==> src/design/ctw_pkg.sv <==
package ctw_pkg;
  // ==========================================================
  // Register map (byte addresses on the internal bus)
  localparam logic [12:0] TIMER_CONTROL_STATUS_ADDR = 13'h0008;
  localparam logic [12:0] TIMER_COUNT_VALUE_ADDR = 13'h0009;
  localparam logic [12:0] WATCHDOG_CLEAR_ADDR = 13'h1FF0;
  // ==========================================================
  // Control/status and watchdog clear field positions
  localparam int OVF_FLAG_BIT = 7;
  localparam int PER_FLAG_BIT = 6;
  localparam int OVF_IRQ_EN_BIT = 5;
  localparam int PER_IRQ_EN_BIT = 4;
  localparam int OVF_CLR_BIT = 3;
  localparam int PER_CLR_BIT = 2;
  localparam int RATE_HI_BIT = 1;
  localparam int RATE_LO_BIT = 0;
  localparam int WDOG_CLR_BIT = 0;
  // ==========================================================
  // Reset values and chain geometry
  localparam logic [1:0] RATE_RESET = 2'h3;
  localparam int PRESCALE_BITS = 2;
  localparam int COUNT_BITS = 8;
  localparam int MID_BITS = 3;
  localparam int PER_BITS = 3;
  localparam int WDOG_BITS = 3;
  // The E/2^14 tap clock needs one stage beyond the three that follow
  // the overflow point, so the taps land on chain bits 13 to 16
  localparam int CHAIN_BITS = PRESCALE_BITS + COUNT_BITS + MID_BITS
    + 1 + PER_BITS;
  localparam int POR_CYCLES = 4064;
  localparam int POR_BITS = 12;
  localparam int WDOG_PULSE_CYCLES = 1;
  // Power-on state machine
  typedef enum logic [1:0] {CTW_POR_COUNT, CTW_POR_CLEAR, CTW_RUN}
    ctw_por_type;
endpackage : ctw_pkg

==> src/design/ctw_core_timer.sv <==
`timescale 1ns/1ns
`default_nettype none
module ctw_core_timer
#(
  // Build-time watchdog presence
  parameter bit WDOG_PRESENT = 1'b1
)
(
  input wire logic ref_clk,
  // Power-on reset, asynchronous, active low
  input wire logic rst_b,
  // External reset pin level (from outside, synchronised here)
  input wire logic extResetIn_b,
  // Reset pin open-drain: output value and enable (enable low = drive)
  output logic extResetOut,
  output logic extResetOe_b,
  // Internal reset to the rest of the device, active low
  output logic devReset_b,
  // Register access port
  input wire logic [12:0] busAddr,
  input wire logic busWrite,
  input wire logic busRead,
  input wire logic [7:0] busWdata,
  output logic [7:0] busRdata,
  // Single CPU interrupt request, also ends wait mode
  output logic timerIrq
);
  import ctw_pkg::*;

  // ==========================================================
  // Reset pin synchroniser (three stages, second and third agree)
  logic [2:0] pinSync_q;
  logic [2:0] pinSync_d;
  logic pinLevel_q;
  logic pinLevel_d;

  // Shift in the pin; accept a new level only when stages agree
  always_comb
  begin
    pinSync_d = {pinSync_q[1:0], extResetIn_b};
    pinLevel_d = pinLevel_q;
    if (pinSync_q[2] == pinSync_q[1])
    begin
      pinLevel_d = pinSync_q[2];
    end
  end

  always_ff @(posedge ref_clk or negedge rst_b)
  begin
    if (!rst_b)
    begin
      pinSync_q <= 3'h7;
      pinLevel_q <= 1'b1;
    end
    else
    begin
      pinSync_q <= pinSync_d;
      pinLevel_q <= pinLevel_d;
    end
  end

  // ==========================================================
  // Power-on sequencing and watchdog reset pulse
  ctw_por_type porState_q, porState_d;
  logic [POR_BITS-1:0] porCount_q, porCount_d;
  logic wdogPulse_q, wdogPulse_d; // Pin pull while time-out stands
  logic wdogTimeout;              // Final stage wraps
  logic chainClear;               // Whole chain held cleared
  logic devInReset;

  // Count out power-on time, then clear chain once more
  always_comb
  begin
    porState_d = porState_q;
    porCount_d = porCount_q;
    case (porState_q)
      CTW_POR_COUNT:
      begin
        porCount_d = porCount_q + POR_BITS'(1);
        if (porCount_q == POR_BITS'(POR_CYCLES - 1))
        begin
          porState_d = CTW_POR_CLEAR;
        end
      end
      CTW_POR_CLEAR:
      begin
        porState_d = CTW_RUN;
      end
      CTW_RUN:
      begin
        porState_d = CTW_RUN;
      end
      default:
      begin
        porState_d = CTW_POR_COUNT;
      end
    endcase
    // Pull the pin for one bus clock on time-out
    wdogPulse_d = wdogTimeout;
  end

  always_ff @(posedge ref_clk or negedge rst_b)
  begin
    if (!rst_b)
    begin
      porState_q <= CTW_POR_COUNT;
      porCount_q <= '0;
      wdogPulse_q <= 1'b0;
    end
    else
    begin
      porState_q <= porState_d;
      porCount_q <= porCount_d;
      wdogPulse_q <= wdogPulse_d;
    end
  end

  // External reset (or our own pull) clears the chain
  assign devInReset = (porState_q != CTW_RUN) || !pinLevel_q
    || wdogPulse_q;
  // Chain runs during the power-on count, cleared at its end
  assign chainClear = (porState_q == CTW_POR_CLEAR)
    || ((porState_q == CTW_RUN) && devInReset);
  assign devReset_b = !devInReset;
  assign extResetOut = 1'b0;
  assign extResetOe_b = !wdogPulse_q;

  // ==========================================================
  // Ripple chain modelled as one synchronous binary counter
  logic [CHAIN_BITS-1:0] chain_q, chain_d;
  logic [WDOG_BITS-1:0] wdog_q, wdog_d;
  logic [1:0] rate_q, rate_d;
  logic [PER_BITS:0] tapBits;
  logic tapNow, tapPrev_q, tapPrev_d;
  logic tapRise;
  logic ovfEvent;
  logic regWrCs, regWrWd;

  assign regWrCs = busWrite && !devInReset
    && (busAddr == TIMER_CONTROL_STATUS_ADDR);
  assign regWrWd = busWrite && !devInReset
    && (busAddr == WATCHDOG_CLEAR_ADDR);

  // Stage outputs E/2^14 .. E/2^17 form the tap choices
  assign tapBits = chain_q[CHAIN_BITS-1:CHAIN_BITS-PER_BITS-1];
  // Rate code indexes the tap directly
  assign tapNow = tapBits[rate_q];
  assign tapRise = tapNow && !tapPrev_q;
  // Wrap of the 8-bit stage, once per 1024 bus clocks
  assign ovfEvent = (chain_q[PRESCALE_BITS+COUNT_BITS-1:0]
    == {(PRESCALE_BITS+COUNT_BITS){1'b1}});
  // Eight tap rises bring the watchdog to time-out
  assign wdogTimeout = WDOG_PRESENT && tapRise && (wdog_q == '1)
    && (porState_q == CTW_RUN);

  // Every bus clock advances the whole chain, except while chainClear holds it at zero
  always_comb
  begin
    chain_d = chain_q + CHAIN_BITS'(1);
    tapPrev_d = tapNow;
    wdog_d = wdog_q;
    rate_d = rate_q;
    // Rate change takes effect at once, unguarded
    if (regWrCs)
    begin
      rate_d = busWdata[RATE_HI_BIT:RATE_LO_BIT];
    end
    // No wait or hold input can freeze the watchdog
    if (tapRise)
    begin
      wdog_d = wdog_q + WDOG_BITS'(1);
    end
    // Zero in bit 0 clears only the final stage
    if (regWrWd && !busWdata[WDOG_CLR_BIT])
    begin
      wdog_d = '0;
    end
    if (chainClear)
    begin
      chain_d = '0;
      wdog_d = '0;
      // Forget the tap level so a cleared chain gives no false rise
      tapPrev_d = 1'b0;
    end
    if (!WDOG_PRESENT)
    begin
      wdog_d = '0;
    end
    if (devInReset)
    begin
      rate_d = RATE_RESET;
    end
  end

  always_ff @(posedge ref_clk or negedge rst_b)
  begin
    if (!rst_b)
    begin
      chain_q <= '0;
      wdog_q <= '0;
      rate_q <= RATE_RESET;
      tapPrev_q <= 1'b0;
    end
    else
    begin
      chain_q <= chain_d;
      wdog_q <= wdog_d;
      rate_q <= rate_d;
      tapPrev_q <= tapPrev_d;
    end
  end

  // ==========================================================
  // Flags and enables
  logic ovfFlag_q, ovfFlag_d, perFlag_q, perFlag_d;
  logic ovfEn_q, ovfEn_d, perEn_q, perEn_d;

  // Set beats clear when both land together
  always_comb
  begin
    ovfFlag_d = ovfFlag_q;
    perFlag_d = perFlag_q;
    ovfEn_d = ovfEn_q;
    perEn_d = perEn_q;
    if (regWrCs)
    begin
      ovfEn_d = busWdata[OVF_IRQ_EN_BIT];
      perEn_d = busWdata[PER_IRQ_EN_BIT];
      // Only a one clears the overflow flag
      if (busWdata[OVF_CLR_BIT])
      begin
        ovfFlag_d = 1'b0;
      end
      // Only a one clears the periodic flag
      if (busWdata[PER_CLR_BIT])
      begin
        perFlag_d = 1'b0;
      end
    end
    // Wrap sets the flag; the flag bit ignores writes
    if (ovfEvent && !chainClear)
    begin
      ovfFlag_d = 1'b1;
    end
    // Selected tap going high sets the flag
    if (tapRise && !chainClear)
    begin
      perFlag_d = 1'b1;
    end
    if (devInReset)
    begin
      ovfFlag_d = 1'b0;
      perFlag_d = 1'b0;
      ovfEn_d = 1'b0;
      perEn_d = 1'b0;
    end
  end

  always_ff @(posedge ref_clk or negedge rst_b)
  begin
    if (!rst_b)
    begin
      ovfFlag_q <= 1'b0;
      perFlag_q <= 1'b0;
      ovfEn_q <= 1'b0;
      perEn_q <= 1'b0;
    end
    else
    begin
      ovfFlag_q <= ovfFlag_d;
      perFlag_q <= perFlag_d;
      ovfEn_q <= ovfEn_d;
      perEn_q <= perEn_d;
    end
  end

  // One request from both enabled sources
  assign timerIrq = (ovfFlag_q && ovfEn_q) || (perFlag_q && perEn_q);

  // ==========================================================
  // Read mux; clear bits always read zero, unmapped reads zero
  always_comb
  begin
    busRdata = 8'h00;
    if (busRead && busAddr == TIMER_CONTROL_STATUS_ADDR)
    begin
      busRdata[OVF_FLAG_BIT] = ovfFlag_q;
      busRdata[PER_FLAG_BIT] = perFlag_q;
      busRdata[OVF_IRQ_EN_BIT] = ovfEn_q;
      busRdata[PER_IRQ_EN_BIT] = perEn_q;
      busRdata[RATE_HI_BIT:RATE_LO_BIT] = rate_q;
    end
    else if (busRead && busAddr == TIMER_COUNT_VALUE_ADDR)
    begin
      busRdata = chain_q[PRESCALE_BITS+COUNT_BITS-1:PRESCALE_BITS];
    end
  end
endmodule // ctw_core_timer
`default_nettype wire

==> config.mk <==
export PLATFORM = sky130hd
export DESIGN_NAME = ctw_core_timer
export DESIGN_NICKNAME = d
export VERILOG_FILES = /design/src/design/ctw_pkg.sv /design/src/design/ctw_core_timer.sv
export SDC_FILE = /design/constraint.sdc
export NUM_CORES = 1
export LEC_CHECK = 0
export BUFFER_PORTS_ARGS = -buffer_cell sky130_fd_sc_hd__buf_2
export CORE_MARGIN = 2
export CORE_UTILIZATION = 25
export CTS_CLUSTER_SIZE = 14
export DETAILED_ROUTE_END_ITERATION = 10
export SKIP_LAST_GASP = 1
export SLEW_MARGIN = 25
export SYNTH_ARGS = -nofsm -noshare
export SYNTH_HDL_FRONTEND = slang
export SYNTH_SLANG_ARGS = --single-unit
==> constraint.sdc <==
create_clock -name ref_clk -period 2 [get_ports ref_clk]
set_clock_uncertainty 0.2 [all_clocks]
set_input_delay 0.4 -clock ref_clk [delete_from_list [all_inputs] [get_ports ref_clk]]
set_output_delay 0.4 -clock ref_clk [all_outputs]
set_load 0.03 [all_outputs]
==> flow_metrics.env <==
export IMPL_h_tree_depth=2
export IMPL_timing_final_crit_share_pct=104
export IMPL_die_area_sq_um=10100
export IMPL_setup_ws_ns=-0.0811
export IMPL_synthCells=221
export IMPL_cts_sinks=46
export IMPL_hold_ws_ns=0.138
export IMPL_drive_gt1_share_pct=33.3
export IMPL_drc_errors=0
export IMPL_finalSetupViolCount=7
export IMPL_die_w_um=100
export IMPL_worstPathRequired_ns=1.40
export IMPL_grt_use_total_pct=10.1
export IMPL_via_count=1766
export IMPL_rsz0062_at_grt="true"
export IMPL_final_cell_mix="40 x dfrtp_1, 24 x nor2_1, 23 x buf_4"
export IMPL_fill_cells=922
export IMPL_portBuffers=34
export IMPL_cap_violations=0
export IMPL_place_area_sq_um=2730
export IMPL_ant_nets=0
export IMPL_ys_types=38
export IMPL_final_area_sq_um=3070
export IMPL_syn_to_final_growth_pct=32.5
export IMPL_critPathCaptureType="primary output"
export IMPL_first_pass_iters=4
export IMPL_max_stage_delay_ns=0.30
export IMPL_gp_congestion=0.780
export IMPL_timing_fmax_mhz=481
export IMPL_critical_path_class="in -> out"
export IMPL_fp_coreArea_sq_um=9110
export IMPL_hold_path_class="in -> reg"
export IMPL_leakagePower_nw=1.40
export IMPL_first_global_vias=1769
export IMPL_hpwl_um=3320
export IMPL_yosys_warnings=0
export IMPL_synth_edf_count=0
export IMPL_grt_start_max_net_pins=47
export IMPL_cts_tree="done"
export IMPL_synth_fp_nets=255
export IMPL_clockBufferDepth=2
export IMPL_peakVddDrop_uv=219
export IMPL_postLayoutCoreUtil_pct=33.7
export IMPL_start_util_pct=25.5
export IMPL_syn_cell_area_sq_um=2320
export IMPL_status="finished with violations"
export IMPL_cpMaxStageDelayCell="nor4b_4"
export IMPL_synth_seq_cells=46
export IMPL_crit_fanout=2
export IMPL_async_flop_share_pct=100
export IMPL_cellPowerDensity_nw_per_um2=563
export IMPL_cts_root_buf="clkbuf_8"
export IMPL_antenna_found_initial=0
export IMPL_failed_checks="negative setup slack"
export IMPL_nets=312
export IMPL_clk_latency_ns=0.30
export IMPL_io_pins=38
export IMPL_final_common_cell="dfrtp_1"
export IMPL_post_drt_wl_per_cell_um=11.9
export IMPL_worstPathCellList="buf_6 > nor4b_4 > and3_4 > and2_4 > and3_4 > buf_6"
export IMPL_grt_remaining_overflow=0
export IMPL_syn_avg_cell_area_sq_um=10.5
export IMPL_rows=35
export IMPL_vias_per_cell=4.53
export IMPL_crit_arrival_ns=1.48
export IMPL_drv_slew=0
export IMPL_antenna_cells=0
export IMPL_cts_buffers_inserted=5
export IMPL_drtIter0Drc=37
export IMPL_grt_pass1_wl_um=7990
export IMPL_wl_um=4630
export IMPL_hold_viol_final=0
export IMPL_cp_start_kind="primary input"
export IMPL_period_minus_slack_ns=2.08
export IMPL_synth_top_flop_cell="dfrtp_1"
export IMPL_yosysSeqAreaShare_pct=50.0
export IMPL_path_clk_slew_ns=0.09
export IMPL_fp_dieH_um=100
==> flip-flops by register name, summed over array words and instances (netlist names) <==
signal       flops
ovfEn_q          1
wdog_q           3
pinSync_q        3
porCount_q      12
porState_q       2
pinLevel_q       1
chain_q         17
perFlag_q        1
rate_q           2
wdogPulse_q      1
ovfFlag_q        1
tapPrev_q        1
perEn_q          1
==> Yosys cell counts, types with 8 or more instances <==
master   instances  area, sq um
dfrtp_1         40         1000
nor2_1          27          101
xor2_1          15          131
nand4_1         12         75.1
nand2_1         11         41.3
a21oi_1          9         45.0
nand3_1          9         45.0
o21ai_0          9         45.0
ha_1             8          100
inv_1            8         30.0
mux2i_1          8         80.1
xnor2_1          8         70.1
==> report_power, final <==
group / switching (mW) / internal, mW
logic: 0.0534 / 0.0499
registers: 0.00215 / 0.938
clock network: 0.318 / 0.368
==> critical path, delay by kind of cell <==
family                 cells  cell delay (ns)
buffers and inverters      2             0.22
and+or+nand+nor            4             0.87
==> final timing paths <==
path | from | end | slack (ns) | depth (start not counted)
max | busAddr[2] | busRdata[3] | -0.08 | 6
min | busWdata[4] | perEn_q$_DFFE_PN0P_ | 0.14 | 3
max reg2reg | porState_q[0]$_DFFE_PN0P_ | wdog_q[0]$_DFFE_PN0P_ | 0.04 | 6
min reg2reg | pinSync_q[0]$_DFF_PN1_ | pinSync_q[1]$_DFF_PN1_ | 0.16 | 0
max in group asynchronous | rst_b | rate_q[0]$_DFFE_PN1P_ | 0.92 | 3
min in group asynchronous | rst_b | chain_q[15]$_DFF_PN0_ | 0.40 | 3
==> routing by layer <==
metal | up-vias | global-route usage, % | share of wire, %
met5 | - | 0 | 0
met4 | 0 | 4.00 | 1.3
met3 | 5 | 2.58 | 3.4
met1 | 855 | 12.4 | 47
li1 | 879 | - | -
met2 | 27 | 17.1 | 49
==> logic make-up (layout without fill, tap and decap cells) <==
| logic type | after synthesis | count (layout) | synth area share, % |
|---|---|---|---|
| buffers and inverters | 16 | 74 | 3.08 |
| adder cells (fa/ha/maj) | 9 | 9 | 4.75 |
| XOR/XNOR | 23 | 23 | 8.69 |
| multiplexers | 12 | 12 | 5.88 |
| AO/OA/AOI/OAI | 21 | 21 | 5.77 |
| AND/OR/NAND/NOR | 93 | 93 | 21.7 |
| flip-flops | 46 | 46 | 50.0 |
| other | 1 | 1 | 0.162 |
==> stage by stage <==
step                power [mW]  cells  setup slack (ns)  TNS, ns
detailed placement        1.04    373            -0.319    -3.07
finish                    1.73    390           -0.0811   -0.368
floorplan                0.982    221            -0.105   -0.783
global route              1.81    390            -0.162    -1.24
global placement          1.04    373            -0.311    -2.91
CTS                       1.75    387           -0.0703   -0.197
==> final cells by class <==
cell class | instances | area, sq um | area share, %
clock buffers | 5 | 68.8 | 2.24
clock inverters | 3 | 40.0 | 1.30
inverters | 8 | 35.0 | 1.14
multi-input cells | 159 | 1180 | 38.3
flip-flops and latches | 46 | 1160 | 37.7
well taps | 111 | 139 | 4.52
repair buffers | 58 | 454 | 14.8
==> timing repair <==
action,in CTS,in global routing
hold buffers,2,0
hold endpoints to repair,41,0
pin swaps,8,5
buffers inserted,4,3
setup endpoints to repair,12,12
gates resized for setup,35,9
Power figures use the tool's default switching activity.
